File: config.mk
export PLATFORM = sky130hd
export DESIGN_NAME = cpu_interrupt_sequencer
export DESIGN_NICKNAME = d
export VERILOG_FILES = /design/src/rtl/irq_seq_pkg.sv /design/src/rtl/cpu_interrupt_sequencer.sv
export SDC_FILE = /design/constraint.sdc
export NUM_CORES = 1
export LEC_CHECK = 0
export BUFFER_PORTS_ARGS = -buffer_cell sky130_fd_sc_hd__buf_2
export CORE_AREA = 5 5 164 166
export DETAILED_ROUTE_END_ITERATION = 16
export DIE_AREA = 0 0 169 171
export GPL_TIMING_DRIVEN = 0
export PLACE_DENSITY_LB_ADDON = 0.12
export SETUP_SLACK_MARGIN = 0.15
export SLEW_MARGIN = 20
export SYNTH_ARGS = -nofsm -noshare
export SYNTH_HDL_FRONTEND = slang
export SYNTH_SLANG_ARGS = --single-unit
File: constraint.sdc
create_clock -name clk_sys_i -period 2.7 [get_ports clk_sys_i]
set_input_delay 0.54 -clock clk_sys_i [delete_from_list [all_inputs] [get_ports clk_sys_i]]
set_output_delay 0.54 -clock clk_sys_i [all_outputs]
set_load 0.005 [all_outputs]
File: src/rtl/irq_seq_pkg.sv
// Constants and types shared by the CPU interrupt sequencer.
package irq_seq_pkg;
  // Register byte offsets.
  localparam logic [4:0] REG_CTRL   = 5'h00;
  localparam logic [4:0] REG_NMI_IE = 5'h04;
  localparam logic [4:0] REG_FLAGS  = 5'h08;
  localparam logic [4:0] REG_PER_IE = 5'h0C;
  localparam logic [4:0] REG_STATUS = 5'h10;
  // Control fields.
  localparam int CTRL_NMI_MODE = 0;
  localparam int CTRL_EDGE_SEL = 1;
  localparam int CTRL_OSC1_HF  = 2;
  localparam int CTRL_OSC2_ON  = 3;
  // Non-maskable enable and flag fields share positions.
  localparam int NMI_PIN   = 0;
  localparam int NMI_OSC   = 1;
  localparam int NMI_FLASH = 2;
  localparam int FLAG_WDT  = 3;
  localparam int FLAG_PRST = 4;
  localparam int GIE_BIT   = 3;
  localparam int N_MASK    = 30;
  // Reset values.
  localparam logic [3:0]  CTRL_RST = 4'h0;
  localparam logic [15:0] SR_RST   = 16'h0000;
  // Vectors, priorities and stack step.
  localparam logic [15:0] VEC_BASE   = 16'hFFC0;
  localparam logic [15:0] VEC_RESET  = 16'hFFFE;
  localparam logic [4:0]  PRIO_NMI   = 5'h1E;
  localparam logic [4:0]  PRIO_WDT   = 5'h1A;
  localparam logic [15:0] STACK_STEP = 16'h0002;
  // Cycle counts of the two sequences.
  localparam int ACCEPT_CYCLES = 6;
  localparam int RETURN_CYCLES = 5;

  typedef struct packed {
    logic        we;
    logic        re;
    logic [15:0] addr;
    logic [15:0] wdata;
  } mem_cmd_type;

  typedef enum logic [3:0] {
    ST_RESET, ST_IDLE, ST_PUSH_PC, ST_PUSH_SR, ST_CLEAR,
    ST_VEC_ADDR, ST_VEC_LOAD, ST_RET_SR_ADDR, ST_RET_SR_LOAD,
    ST_RET_PC_ADDR, ST_RET_PC_LOAD
  } seq_state_type;
endpackage

File: src/rtl/cpu_interrupt_sequencer.sv
// Interrupt acceptance, return and source logic of the CPU.
`timescale 1ns/1ps
// Function
// - Soft clear returns pin to reset function
// - Edge select change may raise NMI
// - Flash violation sets flag, gated request
// - Oscillator fault sets flag, gated request
// - Soft clear forces osc low, second off
// - NMI acceptance clears all three enables
// - Maskable sources gated individually and globally
// - Watchdog interval overflow is maskable source
// - Maskable needs both enables, NMI one
// - Acceptance to handler takes six cycles
// - Finish instruction, push PC, push status
// - Highest fixed priority pending is selected
// - Single-source flags clear, multi-source stay
// - Status word cleared after stacking
// - Program counter loaded from vector word
// - Return pops status then PC, five cycles
// - Global enable in handler allows preemption
// - Vectors occupy FFC0 to FFFF words
// - Reset FFFE, NMI FFFC, watchdog FFF4
// - Chosen pin edge sets flag, requests NMI
// - Low pin holds reset, rise restarts
module cpu_interrupt_sequencer
  import irq_seq_pkg::*;
(
  input  wire logic              clk_sys_i,
  input  wire logic              rst_n_i,
  input  wire logic              wb_cyc_i,
  input  wire logic              wb_stb_i,
  input  wire logic              wb_we_i,
  input  wire logic [4:0]        wb_adr_i,
  input  wire logic [3:0]        wb_sel_i,
  input  wire logic [31:0]       wb_dat_i,
  output logic      [31:0]       wb_dat_o,
  output logic                   wb_ack_o,
  input  wire logic              nmi_pin_i,
  input  wire logic              soft_power_up_clear_i,
  input  wire logic              osc_fault_i,
  input  wire logic              flash_violation_i,
  input  wire logic              wdt_interval_i,
  input  wire logic [N_MASK-1:0] irq_req_i,
  output logic      [N_MASK-1:0] irq_ack_o,
  input  wire logic              instr_boundary_i,
  input  wire logic              return_from_interrupt_i,
  input  wire logic [15:0]       pc_i,
  input  wire logic [15:0]       sp_i,
  input  wire logic              sr_we_i,
  input  wire logic [15:0]       sr_wdata_i,
  input  wire logic [15:0]       mem_rdata_i,
  output mem_cmd_type            mem_cmd_o,
  output logic      [15:0]       pc_o,
  output logic                   pc_load_o,
  output logic      [15:0]       sp_o,
  output logic                   sp_load_o,
  output logic      [15:0]       status_word_o,
  output logic                   cpu_hold_o,
  output logic                   cpu_reset_o,
  output logic                   first_osc_hf_o,
  output logic                   second_osc_on_o
);

  // ***********************************************
  // Helper functions
  // ***********************************************
  function automatic logic [31:0] wmerge(
    input logic [31:0] old,
    input logic [31:0] dat,
    input logic [3:0]  sel
  );
    logic [31:0] m;
    m = {{8{sel[3]}}, {8{sel[2]}}, {8{sel[1]}}, {8{sel[0]}}};
    return (old & ~m) | (dat & m);
  endfunction

  function automatic logic [4:0] top_prio(input logic [30:0] p);
    logic [4:0] r;
    r = 5'h00;
    for (int i = 0; i < 31; i++)
    begin
      if (p[i])
      begin
        r = 5'(i);
      end
    end
    return r;
  endfunction

  // ***********************************************
  // Declarations
  // ***********************************************
  seq_state_type     state_q;
  mem_cmd_type       cmd_q;
  logic              ack_q;
  logic [3:0]        ctrl_q;
  logic [2:0]        nmi_ie_q;
  logic [4:0]        flags_q;
  logic [N_MASK-1:0] per_ie_q;
  logic [N_MASK-1:0] ack_src_q;
  logic [15:0]       sr_q;
  logic [15:0]       sp_q;
  logic [15:0]       pc_q;
  logic              pc_load_q;
  logic              sp_load_q;
  logic [4:0]        prio_q;
  logic              pin_meta_q;
  logic              pin_lvl_q;
  logic              pin_prev_q;
  logic              act_prev_q;
  logic              cpu_reset_q;
  logic              wb_hit;
  logic              wb_wr;
  logic [31:0]       wb_mrg;
  logic [31:0]       wb_new;
  logic [31:0]       wb_clr;
  logic              nmi_act;
  logic              pin_nmi_evt;
  logic              pin_rst_evt;
  logic [N_MASK-1:0] mask_src;
  logic [N_MASK-1:0] mask_req;
  logic              nmi_req;
  logic [30:0]       pend;
  logic [4:0]        top;
  logic              accept_irq;
  logic              accept_ret;
  logic              nmi_sel;
  logic [15:0]       vec_addr;

  // ***********************************************
  // Wishbone slave
  // ***********************************************
  assign wb_hit = wb_cyc_i & wb_stb_i & ~ack_q;
  assign wb_wr  = wb_hit & wb_we_i;
  assign wb_new = wmerge(wb_mrg, wb_dat_i, wb_sel_i);
  assign wb_clr = wmerge(32'h00000000, wb_dat_i, wb_sel_i);

  always_comb
  begin
    case (wb_adr_i)
      REG_CTRL:   wb_mrg = {28'h0000000, ctrl_q};
      REG_NMI_IE: wb_mrg = {29'h00000000, nmi_ie_q};
      REG_PER_IE: wb_mrg = {2'h0, per_ie_q};
      default:    wb_mrg = 32'h00000000;
    endcase
  end

  always_ff @(posedge clk_sys_i or negedge rst_n_i)
  begin
    if (!rst_n_i)
    begin
      ack_q    <= 1'b0;
      wb_dat_o <= 32'h00000000;
    end
    else
    begin
      ack_q <= wb_hit;
      case (wb_adr_i)
        REG_CTRL:   wb_dat_o <= {28'h0000000, ctrl_q};
        REG_NMI_IE: wb_dat_o <= {29'h00000000, nmi_ie_q};
        REG_FLAGS:  wb_dat_o <= {27'h0000000, flags_q};
        REG_PER_IE: wb_dat_o <= {2'h0, per_ie_q};
        REG_STATUS:
          wb_dat_o <= {7'h00, cpu_hold_o, 3'h0, prio_q, sr_q};
        default:    wb_dat_o <= 32'h00000000;
      endcase
    end
  end

  assign wb_ack_o = ack_q;

  // ***********************************************
  // Pin synchroniser and pin events
  // ***********************************************
  always_ff @(posedge clk_sys_i or negedge rst_n_i)
  begin
    if (!rst_n_i)
    begin
      pin_meta_q  <= 1'b1;
      pin_lvl_q   <= 1'b1;
      pin_prev_q  <= 1'b1;
      act_prev_q  <= 1'b1;
      cpu_reset_q <= 1'b1;
    end
    else
    begin
      pin_meta_q <= nmi_pin_i;
      pin_lvl_q  <= pin_meta_q;
      pin_prev_q <= pin_lvl_q;
      act_prev_q <= nmi_act;
      cpu_reset_q <= (~ctrl_q[CTRL_NMI_MODE] & ~pin_lvl_q)
                     | soft_power_up_clear_i;
    end
  end

  // The active level folds the edge select in, so a select change
  // in NMI mode can itself look like an edge.
  // edge select toggling
  assign nmi_act = pin_lvl_q ^ ctrl_q[CTRL_EDGE_SEL];
  assign pin_nmi_evt = ctrl_q[CTRL_NMI_MODE] & nmi_act & ~act_prev_q;
  assign pin_rst_evt = ~ctrl_q[CTRL_NMI_MODE] & pin_lvl_q & ~pin_prev_q;

  // ***********************************************
  // Control and enable registers
  // ***********************************************
  always_ff @(posedge clk_sys_i or negedge rst_n_i)
  begin
    if (!rst_n_i)
    begin
      ctrl_q   <= CTRL_RST;
      nmi_ie_q <= 3'h0;
      per_ie_q <= '0;
    end
    else
    begin
      if (soft_power_up_clear_i)
      begin
        ctrl_q[CTRL_NMI_MODE] <= 1'b0;
        ctrl_q[CTRL_OSC1_HF]  <= 1'b0;
        ctrl_q[CTRL_OSC2_ON]  <= 1'b0;
      end
      else if (wb_wr && wb_adr_i == REG_CTRL)
      begin
        ctrl_q <= wb_new[3:0];
      end
      if (accept_irq && nmi_sel)
      begin
        nmi_ie_q <= 3'h0;
      end
      else if (wb_wr && wb_adr_i == REG_NMI_IE)
      begin
        nmi_ie_q <= wb_new[2:0];
      end
      if (wb_wr && wb_adr_i == REG_PER_IE)
      begin
        per_ie_q <= wb_new[N_MASK-1:0];
      end
    end
  end

  assign first_osc_hf_o  = ctrl_q[CTRL_OSC1_HF];
  assign second_osc_on_o = ctrl_q[CTRL_OSC2_ON];

  // ***********************************************
  // Flags: hardware set wins over software clear
  // ***********************************************
  always_ff @(posedge clk_sys_i or negedge rst_n_i)
  begin
    if (!rst_n_i)
    begin
      flags_q <= 5'h00;
    end
    else
    begin
      if (wb_wr && wb_adr_i == REG_FLAGS)
      begin
        flags_q <= flags_q & ~wb_clr[4:0];
      end
      if (accept_irq && top == PRIO_WDT)
      begin
        flags_q[FLAG_WDT] <= 1'b0;
      end
      if (pin_nmi_evt)
      begin
        flags_q[NMI_PIN] <= 1'b1;
      end
      if (osc_fault_i)
      begin
        flags_q[NMI_OSC] <= 1'b1;
      end
      if (flash_violation_i)
      begin
        flags_q[NMI_FLASH] <= 1'b1;
      end
      if (wdt_interval_i)
      begin
        flags_q[FLAG_WDT] <= 1'b1;
      end
      if (pin_rst_evt)
      begin
        flags_q[FLAG_PRST] <= 1'b1;
      end
    end
  end

  // ***********************************************
  // Request gating and priority
  // ***********************************************
  // watchdog at priority 26
  always_comb
  begin
    mask_src = irq_req_i;
    mask_src[PRIO_WDT] = flags_q[FLAG_WDT];
  end

  assign mask_req = mask_src & per_ie_q & {N_MASK{sr_q[GIE_BIT]}};
  assign nmi_req  = |(flags_q[2:0] & nmi_ie_q);
  assign pend     = {nmi_req, mask_req};
  assign top      = top_prio(pend);
  assign nmi_sel  = (top == PRIO_NMI);
  assign accept_irq = (state_q == ST_IDLE) & instr_boundary_i & (|pend);
  assign accept_ret = (state_q == ST_IDLE) & instr_boundary_i & return_from_interrupt_i
                      & ~(|pend);
  assign vec_addr = VEC_BASE | {10'h000, prio_q, 1'b0};

  always_ff @(posedge clk_sys_i or negedge rst_n_i)
  begin
    if (!rst_n_i)
    begin
      ack_src_q <= '0;
    end
    else
    begin
      ack_src_q <= '0;
      if (accept_irq && !nmi_sel)
      begin
        ack_src_q[top] <= 1'b1;
      end
    end
  end

  assign irq_ack_o = ack_src_q;

  // ***********************************************
  // Status word
  // ***********************************************
  always_ff @(posedge clk_sys_i or negedge rst_n_i)
  begin
    if (!rst_n_i)
    begin
      sr_q <= SR_RST;
    end
    else if (cpu_reset_q)
    begin
      sr_q <= SR_RST;
    end
    else if (state_q == ST_PUSH_SR)
    begin
      sr_q <= SR_RST;
    end
    else if (state_q == ST_RET_SR_LOAD)
    begin
      sr_q <= mem_rdata_i;
    end
    else if (sr_we_i)
    begin
      sr_q <= sr_wdata_i;
    end
  end

  assign status_word_o = sr_q;

  // ***********************************************
  // Acceptance and return sequencer
  // ***********************************************
  always_ff @(posedge clk_sys_i or negedge rst_n_i)
  begin
    if (!rst_n_i)
    begin
      state_q   <= ST_RESET;
      cmd_q     <= '0;
      sp_q      <= 16'h0000;
      pc_q      <= 16'h0000;
      pc_load_q <= 1'b0;
      sp_load_q <= 1'b0;
      prio_q    <= 5'h00;
    end
    else
    begin
      cmd_q     <= '0;
      pc_load_q <= 1'b0;
      sp_load_q <= 1'b0;
      if (cpu_reset_q)
      begin
        state_q <= ST_RESET;
      end
      else
      begin
        case (state_q)
          ST_RESET:
          begin
            state_q <= ST_VEC_ADDR;
            cmd_q   <= '{1'b0, 1'b1, VEC_RESET, 16'h0000};
          end
          ST_IDLE:
          begin
            if (accept_irq)
            begin
              state_q <= ST_PUSH_PC;
              cmd_q   <= '{1'b1, 1'b0, sp_i - STACK_STEP, pc_i};
              sp_q    <= sp_i - STACK_STEP - STACK_STEP;
              prio_q  <= top;
            end
            else if (accept_ret)
            begin
              state_q <= ST_RET_SR_ADDR;
              cmd_q   <= '{1'b0, 1'b1, sp_i, 16'h0000};
              sp_q    <= sp_i + STACK_STEP + STACK_STEP;
            end
          end
          ST_PUSH_PC:
          begin
            state_q <= ST_PUSH_SR;
            cmd_q   <= '{1'b1, 1'b0, sp_q, sr_q};
          end
          ST_PUSH_SR:
          begin
            state_q   <= ST_CLEAR;
            sp_load_q <= 1'b1;
          end
          ST_CLEAR:
          begin
            state_q <= ST_VEC_ADDR;
            cmd_q   <= '{1'b0, 1'b1, vec_addr, 16'h0000};
          end
          ST_VEC_ADDR:
          begin
            state_q <= ST_VEC_LOAD;
          end
          ST_VEC_LOAD:
          begin
            state_q   <= ST_IDLE;
            pc_q      <= mem_rdata_i;
            pc_load_q <= 1'b1;
          end
          ST_RET_SR_ADDR:
          begin
            state_q <= ST_RET_SR_LOAD;
          end
          ST_RET_SR_LOAD:
          begin
            state_q <= ST_RET_PC_ADDR;
            cmd_q   <= '{1'b0, 1'b1, sp_q - STACK_STEP, 16'h0000};
          end
          ST_RET_PC_ADDR:
          begin
            state_q <= ST_RET_PC_LOAD;
          end
          ST_RET_PC_LOAD:
          begin
            state_q   <= ST_IDLE;
            pc_q      <= mem_rdata_i;
            pc_load_q <= 1'b1;
            sp_load_q <= 1'b1;
          end
          default:
          begin
            state_q <= ST_RESET;
          end
        endcase
      end
    end
  end

  assign mem_cmd_o   = cmd_q;
  assign pc_o        = pc_q;
  assign pc_load_o   = pc_load_q;
  assign sp_o        = sp_q;
  assign sp_load_o   = sp_load_q;
  assign cpu_hold_o  = (state_q != ST_IDLE);
  assign cpu_reset_o = cpu_reset_q;
endmodule

==> results_dict.tcl <==
set metrics [dict create \
    place.gp.congestion 0.903 \
    netlist_instances 1037 \
    routedWlPerCell_um 21.0 \
    finalHoldViolCount 0 \
    numPortBuffers 288 \
    post-dp-hpwl_mm 27.9 \
    hold_ws_ps 121 \
    netlist_area_um2 9930 \
    tritoncts_num_sinks 201 \
    count_of_flip_flops_with_a_built_in_enable_after_synthesis 0 \
    dominantRegCellSynth "sky130_fd_sc_hd__dfrtp_1" \
    ios 299 \
    grt_setup_unrepaired "true" \
    worst-slew-pin-transition_ps 710 \
    setup_viol 0 \
    drt.antenna.violating_nets 0 \
    yosysMostFrequentCell "sky130_fd_sc_hd__dfrtp_1" \
    final_min_period_over_clock_period_pct 95.7 \
    max_freq_ghz 0.387 \
    ys_warn_count 0 \
    die_height_um 171 \
    fin_worst_skew_ps 21.9 \
    async_set_or_reset_register_ratio_after_synthesis_pct 100 \
    synth-seq-area-share_pct 50.7 \
    maxSlewHeadroom_pct 52.3 \
    grt_max_degree 97 \
    core_um2 25500 \
    timing.critical_path.to_type "flip-flop" \
    synth_area_per_cell_um2 9.57 \
    irDropWorstVdd_v 0.000354 \
    grt_first_pass_wirelength_mm 55.5 \
    initialDrtViolationCount 609 \
    synth_cell_type_count 74 \
    clkTransAtPathRegs_ps 60 \
    cts_root_buf "sky130_fd_sc_hd__clkbuf_16" \
    setup.worst_path.start_class "flip-flop" \
    final_max_slew_viols 0 \
    finalPower_mw 7.84 \
    share_of_final_layout_standard_cells_stronger_than_drive_strength_1_pct 34.2 \
    nets 1542 \
    synth.top_cells.by_count "sky130_fd_sc_hd__dfrtp_1 (196), sky130_fd_sc_hd__nand2_1 (175), sky130_fd_sc_hd__nor2_1 (90)" \
    cap_viol_max_count 0 \
    postLayoutCoreUtil_pct 52.2 \
    drc 0 \
    netlist_top_cells_area "sky130_fd_sc_hd__dfrtp_1 (49%), sky130_fd_sc_hd__nand2_1 (6.6%), sky130_fd_sc_hd__o21ai_0 (4.0%)" \
    h-tree-depth 1 \
    die_area_um2 28900 \
    leakagePower_nw 6.49 \
    hold_class "in -> reg" \
    worstSkewPairLatency_ps 530 \
    grt_remaining_overflow 0 \
    synthDominantCellAreaShare_pct 49.4 \
    rows 59 \
    antenna_violations_before_repair 9 \
    grt_pass1_vias 9624 \
    timing.critical_path.arrival_ps 2970 \
    drt_pass1_iterations 6 \
    finalCriticalPeriod_ps 2580 \
    number_of_cts_inserted_buffers 24 \
    floorplan.initialDensity_pct 39.0 \
    synth_top_cell_by_area "sky130_fd_sc_hd__dfrtp_1" \
    die_w_um 169 \
    grtUsageTotal_pct 24.4 \
    num_vias 9484 \
    power-per-cell-area_nw_per_um2 590 \
    area_growth_syn_to_layout_pct 33.8 \
    cts.path.max_buffers 3 \
    req_time_crit_path_ps 3090 \
    synth-seq-cells 201 \
    drt-vias-per-instance 5.44 \
    worst-path-max-fanout 6 \
    finalWirelength_mm 36.7 \
    path_class "reg -> reg" \
    status "complete, no violations" \
    clock_tree_from_tritoncts "built" \
]
==> state kept, by name, summed over array words and instances, names as in the netlist, 16 cells and up <==
| signal | count |
|---|---|
| irq_ack_o | 30 |
| mem_cmd_o | 34 |
| pc_o | 16 |
| per_ie_q | 30 |
| sp_o | 16 |
| status_word_o | 16 |
| wb_dat_o | 30 |
==> cells by family after synthesis <==
group	Yosys count	synth area share, %
AOI/OAI and AO/OA	265	18.0
adders and majority gates	7	0.857
DFF	201	50.7
xor gates and xnor gates	28	2.47
and+or+nand+nor	408	18.8
other	1	0.0378
buffers and inverters	74	3.38
muxes	53	5.70
==> per-stage QoR <==
step	setup TNS, ps	worst slack, ps	cell area [µm²]	cells
2_1_floorplan	0	119	9950	1038
3_3_place_gp	-549150	-2390	11800	1661
3_5_place_dp	-43510	-594	11900	1665
4_1_cts	0	82.8	13000	1722
5_1_grt	0	72.2	13300	1743
6_report	0	116	13300	1744
==> layer usage <==
layer | GRT usage [%] | routed length, µm
met4 | 7.14 | 1130
met3 | 7.00 | 3160
met2 | 42.1 | 17900
met1 | 30.1 | 14400
met5 | 0 | 92
==> area by class of cell <==
| class | instances | area (µm²) |
|---|---|---|
| inverters | 18 | 68.8 |
| flip-flops and latches | 201 | 5040 |
| multi-input cells | 763 | 4790 |
| clock inverters | 15 | 171 |
| diodes | 3 | 7.51 |
| plain buffers | 54 | 310 |
| repair buffers | 326 | 1820 |
| well taps | 335 | 419 |
| fillers | 2438 | 12200 |
| clock buffers | 29 | 659 |
==> report_power, final <==
| group | leakage [nW] | internal, mW | switching [mW] |
|---|---|---|---|
| combinational | 3.43 | 0.500 | 0.662 |
| clock | 0.415 | 2.03 | 1.34 |
| sequential | 2.65 | 3.15 | 0.147 |
| total | 6.49 | 5.68 | 2.15 |
==> placed cells by master, fill, tap and decap left out, types with 14 or more instances in the layout <==
master / count
sky130_fd_sc_hd__clkbuf_16: 24
sky130_fd_sc_hd__nand2_1: 172
sky130_fd_sc_hd__buf_2: 292
sky130_fd_sc_hd__a22o_1: 26
sky130_fd_sc_hd__clkbuf_1: 23
sky130_fd_sc_hd__mux2_2: 28
sky130_fd_sc_hd__nand3_1: 27
sky130_fd_sc_hd__o21ai_0: 72
sky130_fd_sc_hd__a22oi_1: 28
sky130_fd_sc_hd__nor2_1: 87
sky130_fd_sc_hd__and3_1: 18
sky130_fd_sc_hd__a31oi_1: 14
sky130_fd_sc_hd__nor3_1: 23
sky130_fd_sc_hd__dfrtp_1: 195
sky130_fd_sc_hd__inv_1: 16
sky130_fd_sc_hd__mux2i_1: 24
sky130_fd_sc_hd__xor2_1: 14
sky130_fd_sc_hd__a21oi_1: 33
sky130_fd_sc_hd__buf_4: 34
sky130_fd_sc_hd__and2_1: 18
==> worst max-delay path, stage by stage (launching register included) <==
cell and delay (ps):
sky130_fd_sc_hd__dfrtp_1 420, sky130_fd_sc_hd__a22o_4 290, sky130_fd_sc_hd__o41ai_4 490, sky130_fd_sc_hd__and4_1 280, sky130_fd_sc_hd__buf_6 150, sky130_fd_sc_hd__a21o_4 170
sky130_fd_sc_hd__buf_8 150, sky130_fd_sc_hd__buf_8 130, sky130_fd_sc_hd__buf_6 110, sky130_fd_sc_hd__nor2_2 30, sky130_fd_sc_hd__a221oi_2 160, sky130_fd_sc_hd__nor2_1 70
==> timing repair <==
action | in CTS | in global routing
resized for setup | 35 | 43
endpoints found under the setup margin | 135 | 95
hold buffers | 1 | 0
pin swaps | 4 | 14
setup buffers | 11 | 21
cloned | 1 | 0
hold endpoints to repair | 17 | 0
==> worst paths after layout <==
check                             start                to  slack (ps)  depth (start not counted)
hold / removal                nmi_pin_i        pin_meta_q         120                          1
setup / recovery           per_ie_q[20]     mem_cmd_o[17]         120                         11
hold reg to reg              pin_meta_q         pin_lvl_q         360                          0
max in group asynchronous       rst_n_i       wb_dat_o[8]        1520                          3
min in group asynchronous       rst_n_i  status_word_o[2]         450                          2
setup reg to reg           per_ie_q[20]     mem_cmd_o[17]         120                         11
Note: power is estimated with default switching activity, not from simulation.
